[src/tmwd_regs.vh]
// Register map, field positions and constants of the timer/watchdog
`ifndef TMWD_REGS_VH
`define TMWD_REGS_VH

// ****************************************
// Register offsets
// ****************************************
`define TMWD_OFS_CNT_HI    8'hF8
`define TMWD_OFS_CNT_LO    8'hF9
`define TMWD_OFS_PRESC     8'hFA
`define TMWD_OFS_TCTRL     8'hFB
`define TMWD_OFS_WCTRL     8'hFC

// ****************************************
// Reset values
// ****************************************
`define TMWD_RST_CNT_HI    8'hFF
`define TMWD_RST_CNT_LO    8'hFF
`define TMWD_RST_PRESC     8'hFF
`define TMWD_RST_TCTRL     8'h12
`define TMWD_RST_WCTRL     8'h7F

// ****************************************
// Timer control fields
// ****************************************
`define TMWD_TC_RUN        7
`define TMWD_TC_SINGLE     6
`define TMWD_TC_INMD_HI    5
`define TMWD_TC_INMD_LO    4
`define TMWD_TC_INPUT_GATE_ENABLE       3
`define TMWD_TC_OUTPUT_MODE_SELECT      2
`define TMWD_TC_PWMLVL     1
`define TMWD_TC_OUTPUT_ENABLE_BIT      0

// Wait control: watchdog enable, active low
`define TMWD_WC_WATCHDOG_ENABLE_N_N    6

// Input modes {input_mode_hi, input_mode_lo}
`define TMWD_IM_EVENT      2'h0
`define TMWD_IM_GATED      2'h1
`define TMWD_IM_TRIG       2'h2
`define TMWD_IM_RETRIG     2'h3

// ****************************************
// Watchdog and timing constants
// ****************************************
`define TMWD_REFRESH_ARM   8'hAA
`define TMWD_REFRESH_FIRE  8'h55
`define TMWD_HW_CONST      16'hFFFF
`define TMWD_CLK_DIV       2'h3
`define TMWD_RD_IDLE       8'h00

`endif

[src/tmwd_presc.v]
// 8-bit prescaler: divides incoming steps by reload value plus one
module tmwd_presc (
    // Clock and reset
    input  wire       clk_sys,
    input  wire       srst,
    // Control
    input  wire       restart,
    input  wire       step_in,
    input  wire [7:0] presc_val,
    // Output step
    output reg        step_out
);

    reg [7:0] pcnt_ff;

    // Up-count steps; compare with current value, so changes act at once
    always @(posedge clk_sys) begin
        if (srst || restart) begin
            pcnt_ff  <= 8'h00;
            step_out <= 1'b0;
        end else if (step_in) begin
            if (pcnt_ff >= presc_val) begin
                pcnt_ff  <= 8'h00;
                step_out <= 1'b1;
            end else begin
                pcnt_ff  <= pcnt_ff + 8'h01;
                step_out <= 1'b0;
            end
        end else begin
            step_out <= 1'b0;
        end
    end

endmodule // tmwd_presc

[src/tmwd_core.v]
// Timer/watchdog: counter, output pin, watchdog and interrupt routing
`include "tmwd_regs.vh"

module tmwd_core (
    // Clock and reset
    input  wire       clk_sys,
    input  wire       srst,
    input  wire       rst_is_external,
    // Register file port
    input  wire [7:0] reg_addr,
    input  wire       reg_wr,
    input  wire [7:0] reg_wdata,
    output reg  [7:0] reg_rdata,
    // Pins
    input  wire       hw_watchdog_strap,
    input  wire       external_count_input,
    input  wire       ext_channel_a0,
    input  wire       nmi_pin,
    output reg        timer_output_pin,
    // Interrupt selectors
    input  wire       chan_a0_source_sel,
    input  wire       top_level_source_sel,
    // Requests
    output reg        chan_a0_req,
    output reg        top_level_req,
    output reg        sys_reset_req,
    output reg        watchdog_reset_flag
);

    // ****************************************
    // Pin synchronisers
    // ****************************************
    reg [3:0] sync1_ff;
    reg [3:0] sync2_ff;
    reg       cin_prev_ff;

    // Two stages per pin, nothing reads the first stage
    always @(posedge clk_sys) begin
        sync1_ff <= {nmi_pin, ext_channel_a0, external_count_input,
                     hw_watchdog_strap};
        sync2_ff <= sync1_ff;
    end

    wire strap_s = sync2_ff[0];
    wire cin_s   = sync2_ff[1];
    wire a0_s    = sync2_ff[2];
    wire nmi_s   = sync2_ff[3];

    // ****************************************
    // Registers
    // ****************************************
    reg [15:0] count_ff;
    reg [15:0] const_ff;
    reg        const_new_ff;
    reg [7:0]  presc_ff;
    reg [7:0]  tctrl_ff;
    reg [7:0]  wctrl_ff;
    reg        hw_wdg_ff;
    reg        cap_pend_ff;
    reg        armed_ff;
    reg        trig_ok_ff;
    reg [1:0]  div_ff;
    reg        tick_ff;
    reg        wdg_prev_ff;

    wire wr_hi  = reg_wr && (reg_addr == `TMWD_OFS_CNT_HI);
    wire wr_lo  = reg_wr && (reg_addr == `TMWD_OFS_CNT_LO);
    wire wr_pr  = reg_wr && (reg_addr == `TMWD_OFS_PRESC);
    wire wr_tc  = reg_wr && (reg_addr == `TMWD_OFS_TCTRL);
    wire wr_wc  = reg_wr && (reg_addr == `TMWD_OFS_WCTRL);

    // Watchdog mode from strap capture or the software bit
    wire wdg_mode = hw_wdg_ff || !wctrl_ff[`TMWD_WC_WATCHDOG_ENABLE_N_N];
    wire run      = tctrl_ff[`TMWD_TC_RUN];
    wire input_gate_enable     = tctrl_ff[`TMWD_TC_INPUT_GATE_ENABLE];
    wire [1:0] imode = {tctrl_ff[`TMWD_TC_INMD_HI], tctrl_ff[`TMWD_TC_INMD_LO]};

    // Falling edge of the count input
    wire cin_fall = cin_prev_ff && !cin_s;

    // Refresh completes on 55h right after an armed AAh
    wire refresh = wr_lo && armed_ff && (reg_wdata == `TMWD_REFRESH_FIRE);

    // ****************************************
    // Counting enable and step source
    // ****************************************
    reg count_on;
    reg step_src;

    // Watchdog overrides run, single and input selections
    always @* begin
        count_on = 1'b0;
        step_src = tick_ff;
        if (wdg_mode) begin
            count_on = 1'b1;
            step_src = tick_ff;
        end else if (run) begin
            if (!input_gate_enable) begin
                count_on = 1'b1;
            end else begin
                case (imode)
                    `TMWD_IM_EVENT: begin
                        count_on = 1'b1;
                        step_src = cin_fall;
                    end
                    `TMWD_IM_GATED: begin
                        count_on = cin_s;
                    end
                    `TMWD_IM_TRIG: begin
                        count_on = trig_ok_ff;
                    end
                    `TMWD_IM_RETRIG: begin
                        count_on = 1'b1;
                    end
                    default: begin
                        count_on = 1'b0;
                    end
                endcase
            end
        end
    end

    // Retrigger restarts from the constant
    wire retrig = !wdg_mode && run && input_gate_enable && (imode == `TMWD_IM_RETRIG) && cin_fall;

    // ****************************************
    // Clock divider and prescaler
    // ****************************************
    wire step;

    // Internal clock divided by four
    always @(posedge clk_sys) begin
        if (srst) begin
            div_ff  <= 2'h0;
            tick_ff <= 1'b0;
        end else begin
            div_ff  <= div_ff + 2'h1;
            tick_ff <= (div_ff == `TMWD_CLK_DIV);
        end
    end

    tmwd_presc u_presc (
        .clk_sys   (clk_sys),
        .srst      (srst),
        .restart   (refresh || retrig),
        .step_in   (step_src && count_on),
        .presc_val (presc_ff),
        .step_out  (step)
    );

    // Terminal count: counter at zero when a step arrives
    wire eoc = step && (count_ff == 16'h0000);

    // ****************************************
    // Counter and constant
    // ****************************************
    wire [15:0] eff_const = hw_wdg_ff ? `TMWD_HW_CONST : const_ff;
    wire        wdg_entry = wdg_mode && !wdg_prev_ff;
    wire        start_new = wr_tc && reg_wdata[`TMWD_TC_RUN] && !run && const_new_ff;

    // Counter runs, reloads at terminal count or refresh
    always @(posedge clk_sys) begin
        if (srst) begin
            count_ff     <= {`TMWD_RST_CNT_HI, `TMWD_RST_CNT_LO};
            const_new_ff <= 1'b0;
        end else if (refresh || retrig || wdg_entry) begin
            count_ff     <= eff_const;
            const_new_ff <= 1'b0;
        end else if (eoc) begin
            count_ff     <= eff_const;
            const_new_ff <= 1'b0;
        end else if (start_new) begin
            count_ff     <= eff_const;
            const_new_ff <= 1'b0;
        end else begin
            if (step) begin
                count_ff <= count_ff - 16'h0001;
            end
            if ((wr_hi || wr_lo) && !wdg_mode) begin
                const_new_ff <= 1'b1;
            end
        end
    end

    // Constant writes are ignored in watchdog mode
    always @(posedge clk_sys) begin
        if (srst) begin
            const_ff <= {`TMWD_RST_CNT_HI, `TMWD_RST_CNT_LO};
        end else if (!wdg_mode) begin
            if (wr_hi) begin
                const_ff[15:8] <= reg_wdata;
            end
            if (wr_lo) begin
                const_ff[7:0] <= reg_wdata;
            end
        end
    end

    // ****************************************
    // Refresh sequence
    // ****************************************
    // AAh on the low byte arms; any other write clears the arm
    always @(posedge clk_sys) begin
        if (srst) begin
            armed_ff <= 1'b0;
        end else if (reg_wr) begin
            armed_ff <= wr_lo && (reg_wdata == `TMWD_REFRESH_ARM);
        end
    end

    // ****************************************
    // Control registers
    // ****************************************
    // Prescaler is writable in every mode
    always @(posedge clk_sys) begin
        if (srst) begin
            presc_ff <= `TMWD_RST_PRESC;
        end else if (wr_pr) begin
            presc_ff <= reg_wdata;
        end
    end

    // Timer control; single mode clears run at terminal count
    always @(posedge clk_sys) begin
        if (srst) begin
            tctrl_ff <= `TMWD_RST_TCTRL;
        end else if (wr_tc) begin
            tctrl_ff <= reg_wdata;
        end else if (eoc && !wdg_mode && tctrl_ff[`TMWD_TC_SINGLE]) begin
            tctrl_ff[`TMWD_TC_RUN] <= 1'b0;
        end
    end

    // Enable bit can only be cleared by software
    always @(posedge clk_sys) begin
        if (srst) begin
            wctrl_ff <= `TMWD_RST_WCTRL;
        end else if (wr_wc) begin
            wctrl_ff <= {reg_wdata[7],
                         wctrl_ff[`TMWD_WC_WATCHDOG_ENABLE_N_N] & reg_wdata[`TMWD_WC_WATCHDOG_ENABLE_N_N],
                         reg_wdata[5:0]};
        end
    end

    // Trigger arm, edge history and mode history
    always @(posedge clk_sys) begin
        if (srst) begin
            trig_ok_ff  <= 1'b0;
            cin_prev_ff <= 1'b1;
            wdg_prev_ff <= 1'b0;
        end else begin
            cin_prev_ff <= cin_s;
            wdg_prev_ff <= wdg_mode;
            if (!run) begin
                trig_ok_ff <= 1'b0;
            end else if (cin_fall) begin
                trig_ok_ff <= 1'b1;
            end
        end
    end

    // ****************************************
    // Hardware watchdog strap capture
    // ****************************************
    // External reset reopens capture; other resets keep the state
    always @(posedge clk_sys) begin
        if (srst) begin
            if (rst_is_external) begin
                hw_wdg_ff   <= 1'b0;
                cap_pend_ff <= 1'b1;
            end
        end else if (cap_pend_ff) begin
            hw_wdg_ff   <= !strap_s;
            cap_pend_ff <= 1'b0;
        end
    end

    // ****************************************
    // Output pin
    // ****************************************
    always @(posedge clk_sys) begin
        if (srst) begin
            timer_output_pin <= 1'b1;
        end else if (!tctrl_ff[`TMWD_TC_OUTPUT_ENABLE_BIT]) begin
            timer_output_pin <= 1'b1;
        end else if (eoc) begin
            if (tctrl_ff[`TMWD_TC_OUTPUT_MODE_SELECT]) begin
                timer_output_pin <= tctrl_ff[`TMWD_TC_PWMLVL];
            end else begin
                timer_output_pin <= !timer_output_pin;
            end
        end
    end

    // ****************************************
    // Interrupt routing and reset request
    // ****************************************
    wire tmr_evt = eoc && !wdg_mode;

    always @(posedge clk_sys) begin
        if (srst) begin
            chan_a0_req   <= 1'b0;
            top_level_req <= 1'b0;
            sys_reset_req <= 1'b0;
        end else begin
            chan_a0_req   <= chan_a0_source_sel ? a0_s : tmr_evt;
            top_level_req <= top_level_source_sel ? nmi_s :
                             (tmr_evt && chan_a0_source_sel);
            sys_reset_req <= eoc && wdg_mode;
        end
    end

    // Flag set by the watchdog request; kept across its reset, an external one clears it
    always @(posedge clk_sys) begin
        if (sys_reset_req) begin
            watchdog_reset_flag <= 1'b1;
        end else if (srst && rst_is_external) begin
            watchdog_reset_flag <= 1'b0;
        end
    end

    // ****************************************
    // Read data, one cycle after address
    // ****************************************
    always @(posedge clk_sys) begin
        if (srst) begin
            reg_rdata <= `TMWD_RD_IDLE;
        end else begin
            case (reg_addr)
                `TMWD_OFS_CNT_HI: reg_rdata <= count_ff[15:8];
                `TMWD_OFS_CNT_LO: reg_rdata <= count_ff[7:0];
                `TMWD_OFS_PRESC:  reg_rdata <= presc_ff;
                `TMWD_OFS_TCTRL:  reg_rdata <= tctrl_ff;
                `TMWD_OFS_WCTRL:  reg_rdata <= wctrl_ff;
                default:          reg_rdata <= `TMWD_RD_IDLE;
            endcase
        end
    end

endmodule // tmwd_core

[config.mk]
export PLATFORM = sky130hd
export DESIGN_NAME = tmwd_core
export DESIGN_NICKNAME = d
export VERILOG_FILES = /design/src/tmwd_presc.v /design/src/tmwd_core.v
export VERILOG_INCLUDE_DIRS = /design/src /design/src/src
export SDC_FILE = /design/constraint.sdc
export NUM_CORES = 1
export LEC_CHECK = 0
export CAP_MARGIN = 20
export CORE_MARGIN = 2
export CORE_UTILIZATION = 43
export DETAILED_ROUTE_END_ITERATION = 6
export DONT_BUFFER_PORTS = 1
export PLACE_DENSITY_LB_ADDON = 0.12
export SLEW_MARGIN = 10
export SYNTH_ARGS = -nofsm -noshare
export SYNTH_HDL_FRONTEND = slang
export SYNTH_HIERARCHICAL = 1
export SYNTH_SLANG_ARGS = --single-unit
[constraint.sdc]
create_clock -name clk_sys -period 4.7 [get_ports clk_sys]
set_input_delay 0.705 -clock clk_sys [delete_from_list [all_inputs] [get_ports clk_sys]]
set_output_delay 0.705 -clock clk_sys [all_outputs]
set_load 0.01 [all_outputs]
==> run_results.csv, run 1 <==
group,metric,value,unit
synth,compound_gate_portion_of_the_synthesized_area,12.7,%
synth,synth.mux.area_fraction,7.80,%
cells_and_area,syn_to_final_growth,6.72,%
sta,period_minus_slack,2.78,ns
synth,synth_area_leader_cell,"dfxtp_1",
sta,timing.final.max_slew_violations,0,
cells_and_area,commonest_non_fill_non_tap_cell_in_the_layout,"dfxtp_1",
synth,synth.avg_cell_area,8.87,µm²
cts,cts-buffers-inserted,9,
floorplanning,die_height,107,µm
floorplanning,dieWidth,107,µm
pwr,max-vdd-ir-drop,209,µV
global_routing,grt_pass1_vias,3482,
sta,setup_tns,0,ns
critical_path,cp_max_stage_cell,"edfxtp_1",
routing,detailedRoute.firstPassIterationCount,5,
critical_path,endpoint_kind,"flip-flop",
routing,detailroute.via_count,3607,
job,max_cap_violations,0,
routing,drtAntennaViolNets,0,
cells_and_area,antennaDiodeCount,0,
sta,hold_viol,0,
global_routing,largest_net_degree_at_the_start_of_global_routing,34,
synth,synth_cell_types,67,
routing,vias_per_cell,5.69,
sta,slew_headroom,42.1,%
synth,dominantRegCellSynth,"dfxtp_1",
cts,cts.root.buffer_cell,"clkbuf_8",
floorplanning,initial_utilization,44.0,%
critical_path,cp_num_cells,7,
pwr,power.leakage,1.87,nW
pwr,design_power_total,1.49,mW
cts,number_of_h_tree_levels,3,
status,run_status,"complete, no violations",
routing,route.detailed.wl_per_inst,18.4,µm
sta,achievable-frequency,0.359,GHz
critical_path,worstPathRequired,5.00,ns
synth,seq_area_frac_synth,42.7,%
sta,unrepaired_setup_endpoints_after_global_routing,"no",
cts,clock_sink_count,96,
synth,synth_warnings,6,
floorplanning,design.portCount,39,
pwr,p_per_area,309,mW/mm²
critical_path,critPathMaxStageDelay,0.67,ns
floorplanning,core.rowCount,37,
sta,report.final.setup_viol,0,
worst_hold_path,worstHoldPathCells,0,
synth,synth_xor_xnor_area_share,2.71,%
synth,synth_top_cell_area_share,42.0,%
sta,finClkSkew,0.00885,ns
cts,worst_skew_pair.late_latency,0.37,ns
global_routing,number_of_antenna_violations_at_the_first_check_in_global_routing,0,
global_routing,overflow,0,
placement,gp_congestion,0.913,
critical_path,worst_setup_path_start_kind,"flip-flop",
synth,synth_top_family_by_area,"simple AND/OR/NAND/NOR gates",
critical_path,ws_path_type,"flip-flop to flip-flop",
routing,drt-total-wl,11600,µm
cts,post-cts-setup-buffers,0,
cts,ctsHoldBuffers,0,
synth,post_synth_instance_area,0.00452,mm²
global_routing,grt_pass1_wl,18600,µm
synth,synthArstFlopShare,0,%
critical_path,timing.critical_path.buf_inv,0,
critical_path,timing.critical_path.fanout_max,15,
floorplanning,design.die.area,0.0114,mm²
synth,yosys_register_bits,96,
placement,portBuffers,0,
cells_and_area,net_total_in_the_final_layout,534,
synth,post_synth_simple_gate_area,25.7,%
critical_path,cp_cell_sequence,"and4b_1 > nand2_1 > nand2_1 > a21oi_1 > o2111a_1 > a22o_1 > nor3b_2",
cells_and_area,drive_gt1_share,9.04,%
cts,clock_tree.buffer_depth,2,
critical_path,worst_path_dominant_cell_family,"compound AO/OA/AOI/OAI gates",
synth,synth_edf_count,1,
synth,synth_fa_ha_area_share,4.15,%
cells_and_area,layout.cells.most_common_list,"dfxtp_1, nand2_1, mux2i_1",
synth,mapped_nets,551,
synth,post_synth_inst_count,510,
sta,worst_pin_slew,0.862,ns
placement,post-dp-hpwl,8460,µm
critical_path,worst_path_most_repeated_cell,"nand2_1",
global_routing,groute.usage.overall,21.2,%
cts,path_clk_slew,0.10,ns
floorplanning,core_area,0.0103,mm²
routing,count_of_routing_violations_after_the_opening_detailed_route_iteration,279,
critical_path,rr_worst_depth,7,
routing,drc,0,
sta,final_min_period_over_clock_period,59.2,%
worst_hold_path,min_path_type,"flip-flop to flip-flop",
cts,post_cts.resized_instances,0,
critical_path,worst_ep_arrival_time,3.08,ns
cells_and_area,final_core_utilization,47.0,%
synth,top_area_cells_in_the_synthesized_netlist,"dfxtp_1, mux2i_1, nand2_1, ha_1, nand3_1",
cts,tritoncts,"done",
==> power by group <==
part / internal [mW] / switching [mW] / leakage (nW)
logic: 0.0187 / 0.0285 / 0.975
clock network: 0.306 / 0.306 / 0.108
registers: 0.825 / 0.00836 / 0.782
==> kinds of logic (layout without fill, tap and decap cells) <==
logic type | count (synthesis) | after routing
xor gates and xnor gates | 14 | 14
adders and majority gates | 15 | 15
AOI/OAI and AO/OA | 88 | 88
muxes | 35 | 35
DFF | 96 | 96
buffers and inverters | 48 | 36
and+or+nand+nor | 214 | 214
==> layer usage <==
| metal | up-vias | part of all wire (%) | GRT usage, % |
|---|---|---|---|
| met5 | - | 0 | 0 |
| met4 | 0 | 1.9 | 8.63 |
| met3 | 14 | 4.8 | 3.22 |
| met2 | 86 | 46 | 33.2 |
| met1 | 1731 | 47 | 29.4 |
| li1 | 1776 | - | - |
==> path summary, 6_finish.rpt <==
path                     from                to  slack, ns
setup / recovery    hw_wdg_ff  u_presc/step_out       1.92
hold / removal    sync1_ff[1]       sync2_ff[1]       0.33
setup reg to reg    hw_wdg_ff  u_presc/step_out       1.92
hold reg to reg   sync1_ff[1]       sync2_ff[1]       0.33
==> worst register-to-register path, delay by kind of cell, from the launching register on <==
family	cells	cell delay, ns
and+or+nand+nor	4	0.66
AOI/OAI and AO/OA	3	1.38
DFF	1	0.67
==> cell usage after synthesis, drive strengths merged, types with 7 or more instances <==
| library cell | count |
|---|---|
| nor2 | 29 |
| o21ai | 27 |
| nand2 | 79 |
| inv | 17 |
| clkbuf | 21 |
| nor4 | 10 |
| xor2 | 7 |
| a22oi | 8 |
| buf | 10 |
| xnor2 | 7 |
| dfxtp | 95 |
| mux2i | 33 |
| a21oi | 25 |
| nor3 | 21 |
| ha | 15 |
| nand3 | 30 |
==> final cells by class <==
class,count,area [µm²]
tap,136,170
inverter,17,63.8
timing repair buffer,3,22.5
sequential,96,1930
fill,1006,5450
multi-input combinational,366,2410
clock buffer,9,124
clock inverter,7,104
==> registers in the layout, indices dropped and copies added (netlist names), 2 cells and up <==
register	count
wctrl_ff	8
u_presc/pcnt_ff	8
const_ff	16
div_ff	2
reg_rdata	8
tctrl_ff	8
sync2_ff	4
presc_ff	8
sync1_ff	4
count_ff	16
==> stage by stage <==
step / instance area (µm²) / std cells / setup WS (ns) / hold WS (ns)
6_report: 4830 / 634 / 1.92 / 0.333
5_1_grt: 4830 / 634 / 1.67 / 0.327
4_1_cts: 4830 / 634 / 1.94 / 0.336
3_5_place_dp: 4600 / 618 / 1.76 / 0.314
3_3_place_gp: 4600 / 618 / 1.85 / 0.312
2_1_floorplan: 4520 / 510 / 2.44 / 0.310
(Power assumes the default switching activity.)
==> inputs of run 2 (changes only) <==
- clock period: 4.7 -> 2.3 ns (I/O delays scaled with it)
==> run_results.csv, run 2 (synthesis results as in run 1) <==
group,metric,value,unit
cells_and_area,antennaDiodeCount,0,
global_routing,grt_pass1_wl,19400,µm
sta,hold_viol,0,
sta,final_min_period_over_clock_period,90.3,%
sta,worst_pin_slew,0.580,ns
placement,post-dp-hpwl,8500,µm
pwr,power.leakage,1.97,nW
cells_and_area,n_fill_cell,1020,
routing,drtAntennaViolNets,0,
floorplanning,dieWidth,107,µm
cts,clock_sink_count,96,
routing,drc,0,
critical_path,ws_path_type,"flip-flop to flip-flop",
pwr,max-vdd-ir-drop,398,µV
cells_and_area,multi_input_comb_area,0.00241,mm²
cells_and_area,layout_top_registers,"const_ff (16), count_ff (16)",
routing,vias_per_cell,5.64,
pwr,power_switching_share,23.6,%
sta,period_minus_slack,2.08,ns
sta,achievable-frequency,0.482,GHz
pwr,power.clock.fraction,38.9,%
cells_and_area,seq_area,0.00193,mm²
cts,number_of_h_tree_levels,3,
routing,detailroute.via_count,3714,
pwr,p_per_area,595,mW/mm²
floorplanning,design.die.area,0.0114,mm²
cts,cts-buffers-inserted,9,
global_routing,largest_net_degree_at_the_start_of_global_routing,34,
floorplanning,design.portCount,39,
critical_path,worstPathRequired,2.59,ns
cells_and_area,syn_to_final_growth,10.5,%
critical_path,endpoint_kind,"flip-flop",
sta,post-route-worst-setup-slack,0.224,ns
sta,report.final.setup_viol,0,
pwr,net-switching-power,702,µW
placement,gp_congestion,0.873,
cells_and_area,commonest_non_fill_non_tap_cell_in_the_layout,"dfxtp_1",
cells_and_area,net_total_in_the_final_layout,559,
worst_hold_path,worstHoldPathCells,1,
sta,worst_hold_slack,0.0252,ns
floorplanning,die_height,107,µm
sta,timing.final.max_slew_violations,0,
routing,route.detailed.wl_per_inst,18.2,µm
critical_path,rr_worst_depth,11,
pwr,power.combinational.fraction,4.0,%
critical_path,worst_ep_arrival_time,2.37,ns
global_routing,overflow,0,
global_routing,grt_pass1_vias,3638,
cells_and_area,layout.cells.most_common_list,"dfxtp_1, nand2_1, mux2i_1",
worst_hold_path,min_path_type,"input port to flip-flop",
sta,unrepaired_setup_endpoints_after_global_routing,"no",
cts,clock_tree.buffer_depth,2,
cts,tritoncts,"done",
cts,path_clk_slew,0.10,ns
sta,setup_tns,0,ns
global_routing,number_of_antenna_violations_at_the_first_check_in_global_routing,0,
cts,worst_skew_pair.late_latency,0.38,ns
routing,count_of_routing_violations_after_the_opening_detailed_route_iteration,281,
critical_path,timing.critical_path.fanout_max,5,
pwr,cell_internal_pwr,2.27,mW
floorplanning,core.rowCount,37,
placement,preCtsSetupSlack,-0.0801,ns
global_routing,groute.usage.overall,22.3,%
critical_path,worst_setup_path_start_kind,"flip-flop",
sta,slew_headroom,61.1,%
routing,detailedRoute.firstPassIterationCount,4,
cts,cts.root.buffer_cell,"clkbuf_8",
sta,finClkSkew,0.0121,ns
cells_and_area,drive_gt1_share,13.0,%
pwr,pwr-share-seq,57.1,%
status,run_status,"complete, no violations",
floorplanning,core_area,0.0103,mm²
job,max_cap_violations,0,
placement,portBuffers,0,
routing,drt-total-wl,12000,µm
floorplanning,initial_utilization,44.0,%
[run 2: cell count changes in the layout (fill, tap and decap cells not counted), sizes merged]
cell,previous run,this run
buf,3,24
dlygate4sd3,0,4
bufinv,2,1
clkbuf,9,10
clkinv,1,2
inv,19,18
[run 2: cell type report]
class | count | area share, %
well taps | 136 | 3.40
inverters | 17 | 1.28
clock buffers | 10 | 2.75
flip-flops and latches | 96 | 38.6
multi-input cells | 366 | 48.2
repair buffers | 28 | 4.40
clock inverters | 6 | 1.35
[run 2: worst paths after layout]
kind / start / to / slack, ns
worst max register to register: tctrl_ff[5] / u_presc/pcnt_ff[7] / 0.22
worst max-delay path: tctrl_ff[5] / u_presc/pcnt_ff[7] / 0.22
worst min register to register: sync1_ff[0] / sync2_ff[0] / 0.33
worst min-delay path: srst / u_presc/pcnt_ff[6] / 0.03
[run 2: worst max-delay path, stage by stage, from the launching register on]
cell and delay [ns]:
dfxtp_1 0.37, inv_1 0.07, ha_1 0.27, nand2_1 0.06, mux2i_1 0.06, nand2_1 0.07, a21oi_1 0.08, a21oi_2 0.26
nand4_1 0.22, nor3_1 0.29, xnor2_1 0.11, nor4_2 0.14
[run 2: through the flow]
| stage | power [mW] | util (%) | area (µm²) | std cells |
|---|---|---|---|---|
| finish | 2.97 | 48.6 | 5000 | 659 |
| global route | 3.08 | 48.6 | 5000 | 659 |
| CTS | 3.00 | 48.6 | 5000 | 659 |
| detailed placement | 1.85 | 46.2 | 4750 | 639 |
| global placement | 1.85 | 46.2 | 4750 | 639 |
| floorplan | 1.83 | - | 4520 | 510 |
[run 2: power groups by stage]
| stage | Combinational (mW) | Sequential, mW | Clock [mW] |
|---|---|---|---|
| 3_3_place_gp | 0.114 | 1.74 | 0 |
| 2_1_floorplan | 0.0973 | 1.73 | 0 |
| 5_1_grt | 0.132 | 1.70 | 1.24 |
| 3_5_place_dp | 0.114 | 1.74 | 0 |
| 4_1_cts | 0.120 | 1.70 | 1.18 |
| 6_report | 0.119 | 1.70 | 1.16 |
[run 2: layer usage]
layer	global-route usage [%]	part of all wire, %	vias to the layer above
met1	29.7	46	1764
met2	34.4	45	105
met5	0	0	-
met4	11.2	3.2	0
met3	4.62	5.3	26
li1	-	-	1819
[run 2: what timing repair did]
item / 4_1_cts / 5_1_grt
endpoints found under the hold margin: 4 / 0
gates resized for setup: 1 / 1
setup buffers: 0 / 0
setup endpoints to repair: 8 / 3
hold buffers: 4 / 0
==> inputs of run 3 (changes only) <==
- CORE_UTILIZATION: 43 -> 57
- PLACE_DENSITY: default -> 0.86
- PLACE_DENSITY_LB_ADDON: 0.12 -> default
==> run_results.csv, run 3 (synthesis results as in run 1) <==
group,metric,value,unit
critical_path,worst_path_dominant_cell_family,"compound AO/OA/AOI/OAI gates",
cells_and_area,drive_gt1_share,12.5,%
cells_and_area,multi_input_comb_area,0.00241,mm²
critical_path,critPathMaxStageDelay,0.38,ns
critical_path,cp_cell_sequence,"inv_1 > ha_1 > nand2_1 > mux2i_1 > nand2_1 > a21oi_1 > a21oi_1 > buf_4 > o2111a_1 > a22o_4 > nor4_2",
routing,drt-total-wl,11700,µm
critical_path,worst_ep_arrival_time,2.41,ns
placement,post-dp-hpwl,8120,µm
sta,setup_tns,0,ns
critical_path,worstPathRequired,2.57,ns
sta,period_minus_slack,2.14,ns
critical_path,cp_max_stage_cell,"dfxtp_2",
floorplanning,core_area,0.00773,mm²
cts,cts-buffers-inserted,9,
routing,route.detailed.wl_per_inst,18.7,µm
floorplanning,design.die.area,0.00867,mm²
routing,drc,0,
pwr,design_power_total,2.97,mW
routing,count_of_routing_violations_after_the_opening_detailed_route_iteration,351,
cts,tritoncts,"done",
cells_and_area,syn_to_final_growth,9.21,%
cells_and_area,layout.cells.most_common_list,"dfxtp_1, nand2_1, mux2i_1",
cells_and_area,layout_top_registers,"const_ff (16), count_ff (16)",
sta,timing.final.max_slew_violations,0,
global_routing,grt_pass1_wl,19100,µm
sta,hold_viol,0,
cells_and_area,seq_area,0.00193,mm²
global_routing,largest_net_degree_at_the_start_of_global_routing,34,
critical_path,worst_setup_path_start_kind,"flip-flop",
critical_path,endpoint_kind,"flip-flop",
global_routing,groute.usage.overall,28.0,%
cts,cts.root.buffer_cell,"clkbuf_8",
global_routing,number_of_antenna_violations_at_the_first_check_in_global_routing,0,
floorplanning,core.rowCount,32,
placement,preCtsSetupSlack,0.00350,ns
cts,worst_skew_pair.late_latency,0.38,ns
routing,vias_per_cell,6.35,
sta,slew_headroom,61.3,%
global_routing,overflow,0,
placement,placement.cell_area,0.00468,mm²
sta,report.final.setup_viol,0,
critical_path,ws_path_type,"flip-flop to flip-flop",
cells_and_area,final_core_utilization,63.9,%
floorplanning,die_height,93.1,µm
cts,clock_sink_count,96,
cts,path_clk_slew,0.09,ns
worst_hold_path,min_path_type,"input port to flip-flop",
cells_and_area,n_fill_cell,616,
routing,detailedRoute.firstPassIterationCount,5,
placement,portBuffers,0,
floorplanning,design.portCount,39,
sta,post-route-worst-setup-slack,0.161,ns
job,max_cap_violations,0,
cells_and_area,antennaDiodeCount,0,
cells_and_area,post-route-cell-area,0.00494,mm²
cts,post-cts-setup-buffers,0,
pwr,p_per_area,601,mW/mm²
critical_path,timing.critical_path.buf_inv,2,
pwr,max-vdd-ir-drop,496,µV
critical_path,timing.critical_path.fanout_max,9,
placement,gp_congestion,0.970,
floorplanning,initial_utilization,58.5,%
pwr,power.leakage,1.97,nW
routing,drtAntennaViolNets,0,
cts,number_of_h_tree_levels,3,
cells_and_area,commonest_non_fill_non_tap_cell_in_the_layout,"dfxtp_1",
global_routing,grt_pass1_vias,3843,
cells_and_area,net_total_in_the_final_layout,556,
sta,achievable-frequency,0.468,GHz
status,run_status,"complete, no violations",
cts,clock_tree.buffer_depth,2,
sta,final_min_period_over_clock_period,93.0,%
sta,finClkSkew,0.0164,ns
sta,worst_pin_slew,0.576,ns
routing,detailroute.via_count,3949,
floorplanning,dieWidth,93.1,µm
-- run 3: cell types whose count changed in the layout (fill, tap and decap cells not counted) --
| cell | delta |
|---|---|
| a21oi_1 | +1 |
| dfxtp_1 | -2 |
| dfxtp_2 | +2 |
| clkbuf_1 | +1 |
| a21oi_2 | -1 |
| clkinvlp_4 | -1 |
| inv_6 | +1 |
| clkinv_2 | -1 |
| buf_4 | -3 |
| a22o_2 | -1 |
| a22o_4 | +1 |
-- run 3: cell type report --
type	count	area share, %
Clock buffer	11	2.86
Clock inverter	5	1.29
Inverter	17	1.29
Multi-Input combinational cell	366	48.8
Sequential cell	96	39.1
Tap cell	102	2.58
Timing Repair Buffer	25	4.00
-- run 3: metrics by stage --
stage | std cells | hold WS (ns)
3_5_place_dp | 602 | 0.312
5_1_grt | 622 | 0.00946
6_report | 622 | 0.0261
2_1_floorplan | 510 | 0.310
3_3_place_gp | 602 | 0.312
4_1_cts | 622 | 0.0214
-- run 3: worst reg2reg max path, stage by stage, from the launching register on --
cell and delay (ns):
dfxtp_2 0.38, inv_1 0.07, ha_1 0.27, nand2_1 0.04, mux2i_1 0.13, nand2_1 0.07
a21oi_1 0.14, a21oi_1 0.05, buf_4 0.16, o2111a_1 0.14, a22o_4 0.33, nor4_2 0.25
-- run 3: power breakdown --
part           switching, mW  total, mW  internal [mW]
combinational         0.0710      0.123         0.0519
sequential            0.0140       1.70           1.69
clock                  0.607       1.15          0.543
-- run 3: per-layer routing --
layer	GRT usage [%]	vias up	part of all wire (%)
met5	0	-	0
met4	13.4	0	4.0
met3	6.69	51	9.5
met2	44.3	216	47
met1	36.1	1871	40
li1	-	1811	-
-- run 3: repair_timing --
action	in CTS	in global routing
gates resized for setup	1	3
hold buffers	4	0
endpoints found under the setup margin	2	9
endpoints found under the hold margin	4	0
-- run 3: worst paths after layout --
| path | slack [ns] | to | cells past startpoint | from |
|---|---|---|---|---|
| worst max register to register | 0.16 | u_presc/pcnt_ff[5] | 11 | tctrl_ff[4] |
| worst min-delay path | 0.03 | tctrl_ff[5] | 1 | srst |
| worst max-delay path | 0.16 | u_presc/pcnt_ff[5] | 11 | tctrl_ff[4] |
| worst min register to register | 0.33 | sync2_ff[2] | 0 | sync1_ff[2] |
